**config.mk**
```make
export PLATFORM = sky130hd
export DESIGN_NAME = bit_timer
export DESIGN_NICKNAME = d
export VERILOG_FILES = /design/src/hdl/bit_pkg.sv /design/src/hdl/bit_prescaler.sv /design/src/hdl/bit_timer.sv
export SDC_FILE = /design/constraint.sdc
export NUM_CORES = 1
export LEC_CHECK = 0
export BUFFER_PORTS_ARGS = -buffer_cell sky130_fd_sc_hd__buf_2
export CORE_MARGIN = 3
export CORE_UTILIZATION = 50
export CTS_CLUSTER_DIAMETER = 100
export DETAILED_ROUTE_END_ITERATION = 10
export PLACE_DENSITY = 0.7
export SYNTH_ARGS = -nofsm -noshare
export SYNTH_HDL_FRONTEND = slang
export SYNTH_SLANG_ARGS = --single-unit
```
**constraint.sdc**
```tcl
create_clock -name pclk -period 4.2 [get_ports pclk]
set_input_delay 0.42 -clock pclk [delete_from_list [all_inputs] [get_ports pclk]]
set_output_delay 0.42 -clock pclk [all_outputs]
set_load 0.02 [all_outputs]
```
**src/hdl/bit_pkg.sv**
```systemverilog
package bit_pkg;
    // ----------------------------------------
    // register byte offsets
    // ----------------------------------------
    localparam logic [7:0] OFS_CURRENT_COUNT = 8'h00;
    localparam logic [7:0] OFS_RESTART_VALUE = 8'h04;
    localparam logic [7:0] OFS_LIMIT_FLAG_STATUS = 8'h08;
    localparam logic [7:0] OFS_LIMIT_IRQ_MASK = 8'h0C;
    localparam logic [7:0] OFS_TIMER_SETUP = 8'h10;

    // ----------------------------------------
    // field positions
    // ----------------------------------------
    localparam int STAT_LIMIT_BIT = 0;
    localparam int MASK_LIMIT_BIT = 0;
    localparam int SETUP_ENABLE_BIT = 0;
    localparam int SETUP_COUNT_UP_BIT = 2;
    localparam int SETUP_AUTO_RESTART_BIT = 3;
    localparam int SETUP_SOFT_RESET_BIT = 4;
    localparam int SETUP_START_BIT = 5;
    localparam int SETUP_RELOAD_BIT = 6;
    localparam int SETUP_HALT_BIT = 7;
    localparam int SETUP_PRESCALE_LSB = 16;
    localparam int PRESCALE_W = 16;

    // ----------------------------------------
    // reset values and widths
    // ----------------------------------------
    localparam int DATA_W = 32;
    localparam int ADDR_W = 8;
    localparam logic [31:0] COUNT_RESET = 32'h0000_0000;
    localparam logic [31:0] RESTART_RESET = 32'h0000_0000;
    localparam logic [PRESCALE_W-1:0] PRESCALE_RESET = 16'h0000;
    localparam logic [31:0] RDATA_ZERO = 32'h0000_0000;
endpackage

```
**src/hdl/bit_prescaler.sv**
```systemverilog
`timescale 1ns/1ns
`default_nettype none
module bit_prescaler
    import bit_pkg::*;
(
    input wire logic pclk,
    input wire logic presetn,
    input wire logic clear,
    input wire logic [PRESCALE_W-1:0] divide,
    output logic tick
);
    logic [PRESCALE_W-1:0] cnt;
    logic [PRESCALE_W-1:0] next_cnt;

    // ----------------------------------------
    // one enable every divide+1 clocks
    // ----------------------------------------
    assign tick = !clear && (cnt >= divide);

    always_comb
    begin
        if (clear || tick)
            next_cnt = '0;
        else
            next_cnt = cnt + PRESCALE_W'(1);
    end

    always_ff @(posedge pclk or negedge presetn)
    begin
        if (!presetn)
            cnt <= '0;
        else
            cnt <= next_cnt;
    end
endmodule // bit_prescaler
`default_nettype wire

```
**src/hdl/bit_timer.sv**
```systemverilog
`timescale 1ns/1ns
`default_nettype none
module bit_timer
    import bit_pkg::*;
#(
    parameter int CNT_W = 32
)
(
    input wire logic pclk,
    input wire logic presetn,
    input wire logic psel,
    input wire logic penable,
    input wire logic pwrite,
    input wire logic [ADDR_W-1:0] paddr,
    input wire logic [DATA_W-1:0] pwdata,
    input wire logic [3:0] pstrb,
    output logic [DATA_W-1:0] prdata,
    output logic pready,
    output logic pslverr,
    output logic irq,
    output logic idle
);
    localparam logic [CNT_W-1:0] CNT_MAX = {CNT_W{1'b1}};

    // ----------------------------------------
    // state
    // ----------------------------------------
    logic [CNT_W-1:0] count;
    logic [CNT_W-1:0] next_count;
    logic [CNT_W-1:0] restart;
    logic [CNT_W-1:0] next_restart;
    logic flag;
    logic next_flag;
    logic irq_en;
    logic next_irq_en;
    logic enable;
    logic next_enable;
    logic count_up;
    logic next_count_up;
    logic auto_restart;
    logic next_auto_restart;
    logic start;
    logic next_start;
    logic halt;
    logic next_halt;
    logic [PRESCALE_W-1:0] prescale;
    logic [PRESCALE_W-1:0] next_prescale;
    logic soft_rst;
    logic next_soft_rst;
    logic [DATA_W-1:0] next_prdata;

    logic run;
    logic tick;
    logic at_limit;
    logic limit_event;
    logic wr;
    logic rd_setup;
    logic mapped;
    logic [DATA_W-1:0] wmerge_count;
    logic [DATA_W-1:0] wmerge_restart;
    logic wr_count;
    logic wr_setup;
    logic reload_req;
    logic flag_clear;

    if (CNT_W != 16 && CNT_W != 32)
    begin : g_bad_width
        $error("counter width must be 16 or 32");
    end

    function automatic logic [DATA_W-1:0] merge_bytes(input logic [DATA_W-1:0] old,
        input logic [DATA_W-1:0] d, input logic [3:0] s);
        logic [DATA_W-1:0] r;
        r = old;
        for (int i = 0; i < 4; i++)
            if (s[i])
                r[8*i +: 8] = d[8*i +: 8];
        return r;
    endfunction

    // ----------------------------------------
    // bus decode
    // ----------------------------------------
    assign pready = 1'b1;
    assign mapped = (paddr == OFS_CURRENT_COUNT) || (paddr == OFS_RESTART_VALUE) ||
        (paddr == OFS_LIMIT_FLAG_STATUS) || (paddr == OFS_LIMIT_IRQ_MASK) ||
        (paddr == OFS_TIMER_SETUP);
    assign pslverr = psel && penable && !mapped;
    assign wr = psel && penable && pwrite && mapped;
    assign rd_setup = psel && !penable && !pwrite;
    assign wr_count = wr && (paddr == OFS_CURRENT_COUNT);
    assign wr_setup = wr && (paddr == OFS_TIMER_SETUP);
    assign wmerge_count = merge_bytes(DATA_W'(count), pwdata, pstrb);
    assign wmerge_restart = merge_bytes(DATA_W'(restart), pwdata, pstrb);
    assign reload_req = wr_setup && pstrb[0] && pwdata[SETUP_RELOAD_BIT];
    assign flag_clear = wr && (paddr == OFS_LIMIT_FLAG_STATUS) && pstrb[0] &&
        pwdata[STAT_LIMIT_BIT];

    // ----------------------------------------
    // run control and outputs
    // ----------------------------------------
    assign run = enable && start && !halt;
    assign idle = !enable || !start || halt;
    assign irq = flag && irq_en;
    assign at_limit = count_up ? (count == CNT_MAX) : (count == '0);
    assign limit_event = run && tick && at_limit;

    bit_prescaler u_prescaler (
        .pclk(pclk),
        .presetn(presetn),
        .clear(!run || soft_rst),
        .divide(prescale),
        .tick(tick)
    );

    // ----------------------------------------
    // next state
    // ----------------------------------------
    always_comb
    begin
        next_count = count;
        next_restart = restart;
        next_irq_en = irq_en;
        next_enable = enable;
        next_count_up = count_up;
        next_auto_restart = auto_restart;
        next_start = start;
        next_halt = halt;
        next_prescale = prescale;
        next_soft_rst = 1'b0;
        next_flag = auto_restart ? 1'b0 : flag;
        // counting
        if (run && tick)
        begin
            if (at_limit)
            begin
                if (auto_restart)
                    next_count = restart;
                else
                begin
                    next_count = count_up ? '0 : CNT_MAX;
                    next_start = 1'b0;
                end
            end
            else if (count_up)
                next_count = count + CNT_W'(1);
            else
                next_count = count - CNT_W'(1);
        end
        // software writes
        if (wr_count)
            next_count = wmerge_count[CNT_W-1:0];
        if (wr && paddr == OFS_RESTART_VALUE)
            next_restart = wmerge_restart[CNT_W-1:0];
        if (wr && paddr == OFS_LIMIT_IRQ_MASK && pstrb[0])
            next_irq_en = pwdata[MASK_LIMIT_BIT];
        if (wr_setup)
        begin
            if (pstrb[0])
            begin
                next_enable = pwdata[SETUP_ENABLE_BIT];
                next_count_up = pwdata[SETUP_COUNT_UP_BIT];
                next_auto_restart = pwdata[SETUP_AUTO_RESTART_BIT];
                next_start = pwdata[SETUP_START_BIT];
                next_halt = pwdata[SETUP_HALT_BIT];
                next_soft_rst = pwdata[SETUP_SOFT_RESET_BIT];
            end
            if (pstrb[2])
                next_prescale[7:0] = pwdata[SETUP_PRESCALE_LSB +: 8];
            if (pstrb[3])
                next_prescale[15:8] = pwdata[SETUP_PRESCALE_LSB + 8 +: 8];
        end
        if (reload_req && start)
            next_count = restart;
        if (flag_clear)
            next_flag = 1'b0;
        if (limit_event)
            next_flag = 1'b1;
    end

    // ----------------------------------------
    // read data, captured at setup
    // ----------------------------------------
    always_comb
    begin
        next_prdata = prdata;
        if (rd_setup)
        begin
            unique case (paddr)
                OFS_CURRENT_COUNT: next_prdata = DATA_W'(count);
                OFS_RESTART_VALUE: next_prdata = DATA_W'(restart);
                OFS_LIMIT_FLAG_STATUS: next_prdata = DATA_W'(flag);
                OFS_LIMIT_IRQ_MASK: next_prdata = DATA_W'(irq_en);
                OFS_TIMER_SETUP:
                    next_prdata = {prescale, 8'h00, halt, 1'b0, start, 1'b0,
                        auto_restart, count_up, 1'b0, enable};
                default: next_prdata = RDATA_ZERO;
            endcase
        end
    end

    // ----------------------------------------
    // registers
    // ----------------------------------------
    always_ff @(posedge pclk or negedge presetn)
    begin
        if (!presetn)
            soft_rst <= 1'b0;
        else
            soft_rst <= next_soft_rst;
    end

    always_ff @(posedge pclk or negedge presetn)
    begin
        if (!presetn)
        begin
            count <= COUNT_RESET[CNT_W-1:0];
            restart <= RESTART_RESET[CNT_W-1:0];
            flag <= 1'b0;
            irq_en <= 1'b0;
            enable <= 1'b0;
            count_up <= 1'b0;
            auto_restart <= 1'b0;
            start <= 1'b0;
            halt <= 1'b0;
            prescale <= PRESCALE_RESET;
            prdata <= RDATA_ZERO;
        end
        else if (soft_rst)
        begin
            count <= COUNT_RESET[CNT_W-1:0];
            restart <= RESTART_RESET[CNT_W-1:0];
            flag <= 1'b0;
            irq_en <= 1'b0;
            enable <= 1'b0;
            count_up <= 1'b0;
            auto_restart <= 1'b0;
            start <= 1'b0;
            halt <= 1'b0;
            prescale <= PRESCALE_RESET;
            prdata <= next_prdata;
        end
        else
        begin
            count <= next_count;
            restart <= next_restart;
            flag <= next_flag;
            irq_en <= next_irq_en;
            enable <= next_enable;
            count_up <= next_count_up;
            auto_restart <= next_auto_restart;
            start <= next_start;
            halt <= next_halt;
            prescale <= next_prescale;
            prdata <= next_prdata;
        end
    end
endmodule // bit_timer
`default_nettype wire
```
# After elaboration in Yosys (flattened, before gate mapping)
# Index checks and enable logic that the tools add are counted.
# op_classes
addsub	3
multipliers	0
div_mod_pow	0
magnitude_cmp	1
n_eq_ne	9
shifts	0
n_mux	45
n_bitwise	0
reduce_logical	61
# op_table
op	n
two-way mux 32 bit	10
one-hot mux 32 bit (5 select lines)	1
two-way mux 16 bit	3
adder 32 x 1 -> 32 bit (second input constant)	1
== test 32 bit (second input constant)	1
zero test 32 bit	1
two-way mux 8 bit	4
subtractor 32 x 1 -> 32 bit (second input constant)	1
two-way mux 1 bit	27
logical AND 1 bit	23
AND reduction 2 bit	11
adder 16 x 1 -> 16 bit (second input constant)	1
== test 8 x 4 -> 1 bit (second input constant)	2
>= comparator 16 bit	1
!= test 4 x 3 -> 1 bit (second input constant)	4
nonzero test 2 bit	7
== test 8 x 3 -> 1 bit (second input constant)	1
== test 8 x 5 -> 1 bit (second input constant)	1
zero test 1 bit	8
zero test 8 bit	1
logical OR 1 bit	8
nonzero test 4 bit	2
# word_totals
register_bits	136
latchBits	0
ram_bits	0
romBits	0
input_bits	49
out_inout_bits	36
word_cells	139
mem_count	0

# Longest topological paths before layout
# depth
ltp_word	12
mapped_depth	13
mapped_depth_nobuf	11

# Hierarchy
# A second synthesis with hierarchy kept.
# unflattened
cells_unflattened	1120
area_unflattened_um2	9447.8
# modules_own_cells
mod	instances	cells_each	area_each_um2	seq_area_each_um2
bit_timer	1	995	8262.9	3002.9
bit_prescaler	1	125	1184.9	400.4

# Worst setup path after synthesis
# Ideal clock, no wire load.
# synth_timing
path_type	reg-to-reg
from	register count_up
to	register count[28]
setup_time_ns	0.140
arrival_time_ns	3.296
required_time_ns	4.060
path_slack_ns	0.764
stages_incl_launch_ff	13
path_buffers	1
period_less_slack_ns	3.436
path_cell_list	dfrtp_1 clkbuf_1 inv_1 ha_1 and2_1 a221o_1 a221oi_2 nor2_1 o31ai_2 o21ai_1 a311o_1 a21oi_1 o32ai_1
# synth_between
elab_chain_len	7
word_cells_on_any_way	9
cone_classes	mux: 9
# synth_lines
item	line	rtl
start, declared	bit_timer.sv:38	logic count_up;
start signal, assigned	bit_timer.sv:250	count_up <= next_count_up;
two-way mux 32 bit	bit_timer.sv:141	next_count = count_up ? '0 : CNT_MAX;
two-way mux 32 bit	bit_timer.sv:137	if (auto_restart)
two-way mux 32 bit (*)	bit_timer.sv:135	if (at_limit)
two-way mux 32 bit (*)	bit_timer.sv:133	if (run && tick)
two-way mux 32 bit (*)	bit_timer.sv:151	if (wr_count)
two-way mux 32 bit (*)	bit_timer.sv:173	if (reload_req && start)
two-way mux 32 bit (*)	bit_timer.sv:229	else if (soft_rst)
end signal, assigned	bit_timer.sv:217	count <= COUNT_RESET[CNT_W-1:0];
end signal, assigned	bit_timer.sv:231	count <= COUNT_RESET[CNT_W-1:0];
end signal, assigned	bit_timer.sv:245	count <= next_count;
end, declared	bit_timer.sv:28	logic [CNT_W-1:0] count;
# Mark *: on every way between the ends. The rest lies on a longest branch, timed or not. The select of a mux whose other input is x is not followed.
# A chain may end at the register's enable or synchronous reset.

# Final worst setup path
# Ends and elaborated chain as after synthesis.

==> qor.txt <==
wire per inst -> 20.4 um
Slowest Stage Delay on Critical Path -> 520 ps
Root Driver -> clkbuf_16
synth unique cells -> 75
crit path max fanout -> 18
die height -> 142 um
vias per cell -> 6.25
Logic pwr share -> 16.1%
Initial DRC Count -> 1003
area taken by multi-input logic gates -> 5400 sq um
fillers -> 1633
CTS max path bufs -> 2
number of synthesized flops with an enable pin -> 0
io pins -> 85
die width -> 142 um
Min Hold Slack -> 42.3 ps
CP endpoint kind -> flop
Hold Buf Count CTS -> 0
post-synth net total -> 1195
Std-Cell Rows -> 48
largest net degree at the start of global routing -> 84
top_reg_cell synth -> dfrtp_1
Slowest-stage cell, CP -> inv_1
Final period util -> 86.9%
first-pass GRT wire length -> 46000 um
CTS tree -> yes
DRC Markers -> 0
Clock power frac -> 43.3%
clock-pin slew on the worst setup and hold paths -> 60 ps
status -> finished, final reports clean
HP Class -> in -> async
worst skew pair latency -> 430 ps
CTS resizes -> 0
vias in the first global route -> 8393
CP startpoint kind -> flop
Switch Pwr -> 993 uW
fin cells -> 1394
initial antenna violation count -> 0
fin. max-slew vios -> 0
commonest cells after routing, fill and taps aside -> dfrtp_1 (135), nor2_1 (124), o21ai_0 (114)
nets@finish -> 1253
crit-path cells -> inv_1 -> ha_1 -> and2_1 -> a221oi_1 -> a21oi_1 -> o211a_1 -> o31ai_2 -> o21ai_1 -> a311o_1 -> a21oi_1 -> o32ai_1
Internal Pwr Total -> 2.50 mW
postcts setup bufs -> 0
Static Leakage -> 4.79 nW
Max-Cap Viols -> 0
H-tree depth -> 4
switching share of power -> 28.4%
WS Path Type -> reg -> reg
GPL Wtd Cong -> 0.970
CTS Buf Count -> 17
n_diodes -> 0
syn_area_per_cell -> 8.36 sq um
utilization after layout -> 58.8%
power per cell area -> 336 nW/um^2
register area -> 3400 sq um
# setup viols final -> 0
peak supply drop -> 0.319 mV
sequential fraction of design power -> 40.6%
clock sink count -> 136
DR pass1 iterations -> 8
Max Freq -> 274 MHz
Worst slew margin -> 16.3%
Detailed Route WL -> 28400 um
dpl cells -> 1362
dpl ws -> 526 ps
Ys Warns -> 0
CP Data Required Time -> 4470 ps
Area Overhead vs Synth -> 13.2%
critical path arrival -> 3920 ps
Layout Skew -> 8.37 ps
sequential area share after synthesis -> 37.1%
initial core utilization -> 52.0%
Detail Placement HPWL -> 20100 um
overall routing resource usage -> 29.0%
setup ws final -> 548 ps
RSZ-0062 raised after global routing -> no
cell mode on critical path -> a21oi_1
#FFs+latches synth -> 136
final global-route overflow total -> 0
count of final hold-check violations -> 0
IO Port Bufs -> 83
actual slew at the worst max-slew pin -> 1250 ps
layout cells sized above 1 -> 13.9%
DIE AREA -> 20000 sq um
post-route minimum period -> 3650 ps
mapped cell area -> 9180 sq um
antenna viol nets, final -> 0
Async SR Flop Fraction -> 100%
Setup TNS -> 0 ps
DR vias -> 8713
core area -> 17700 sq um
Cells after Synth -> 1098
most common cell after layout, fill and taps aside -> dfrtp_1
-- kinds of logic after synthesis --
group | synth area share [%]
fa+ha+maj | 6.62
xor+xnor | 3.53
other cells | 0.0408
buf+inv | 4.35
compound gates | 25.0
flops | 37.1
simple gates | 21.4
mux | 1.98
-- cell type report --
class	count	share of cell area [%]
clock inverter	11	1.18
multi-input combinational	861	52.0
tap	225	2.71
clock buffer	21	4.43
sequential	136	32.8
inverter	34	1.23
timing repair buffer	106	5.72
-- flip-flops by register name, indices dropped and copies added (netlist names), 16 cells and up --
register         cells
restart             32
count               32
prdata              32
u_prescaler.cnt     16
prescale            16
-- cell usage after synthesis (3+ instances only) --
master / count / share of area [%]
ha_1: 47 / 6.4
inv_1: 34 / 1.4
clkbuf_1: 60 / 2.5
o21ai_0: 114 / 6.2
o211ai_1: 8 / 0.65
or3_1: 4 / 0.27
nor3_1: 16 / 0.87
a31oi_1: 11 / 0.75
a222oi_1: 20 / 2.2
a211oi_1: 19 / 1.6
a211o_1: 3 / 0.29
nor4_1: 19 / 1.3
nand2b_1: 43 / 2.9
and2_1: 8 / 0.55
mux2_2: 9 / 1.1
xnor2_1: 20 / 1.9
nor2b_1: 9 / 0.61
o32ai_1: 5 / 0.48
o2111ai_1: 4 / 0.38
nor2_1: 124 / 5.1
nand2_1: 91 / 3.7
a21oi_1: 84 / 4.6
nand3_1: 24 / 1.3
o21a_1: 5 / 0.41
nand4_1: 19 / 1.3
mux2i_1: 8 / 0.87
buf_4: 3 / 0.25
and3_1: 15 / 1.0
a221oi_1: 4 / 0.38
a22oi_1: 18 / 1.5
xor2_1: 17 / 1.6
nand3b_1: 4 / 0.33
o21bai_1: 8 / 0.65
dfrtp_1: 136 / 37
a21o_1: 21 / 1.7
o22ai_1: 16 / 1.1
-- power groups by stage --
stage               registers [mW]  logic, mW  clock network [mW]
floorplan                     1.50      0.307                   0
global placement              1.44      0.560                   0
detailed placement            1.44      0.560                   0
CTS                           1.42      0.565                1.53
global route                  1.43      0.629                1.58
finish                        1.42      0.563                1.51
-- worst paths after layout --
kind | startpoint | endpoint | slack (ps) | depth (start not counted)
min in group pclk | pwdata[13] | restart[13]$_DFFE_PN0P_ | 250 | 3
setup reg to reg | count_up$_DFFE_PN0P_ | count[28]$_DFFE_PN0P_ | 550 | 11
max in group asynchronous | presetn | count[15]$_DFFE_PN0P_ | 3240 | 2
setup / recovery | count_up$_DFFE_PN0P_ | count[28]$_DFFE_PN0P_ | 550 | 11
hold reg to reg | prescale[6]$_DFFE_PN0P_ | prescale[6]$_DFFE_PN0P_ | 510 | 2
hold / removal | presetn | restart[0]$_DFFE_PN0P_ | 40 | 1
-- worst max-delay path: cells and delay by family, from the launching register on --
family / cells / cell delay, ps
compound gates: 8 / 1930
fa+ha+maj: 1 / 390
buf+inv: 1 / 520
flops: 1 / 450
simple gates: 1 / 180
-- routing by layer --
layer  vias up  track usage [%]  routed length (um)
met5         -                0                   0
met4         0             10.9                 813
met3        53             4.82                1920
met2       371             44.2               12800
met1      4150             41.6               12900
li1       4139                -                   -
-- metrics by stage --
| stage | power (mW) | cell area [sq um] |
|---|---|---|
| after global placement | 2.00 | 9810 |
| after global routing | 3.63 | 10400 |
| after detailed placement | 2.00 | 9810 |
| after floorplan | 1.80 | 9180 |
| after CTS | 3.51 | 10400 |
| final | 3.49 | 10400 |
Power figures use the tool's default switching activity.
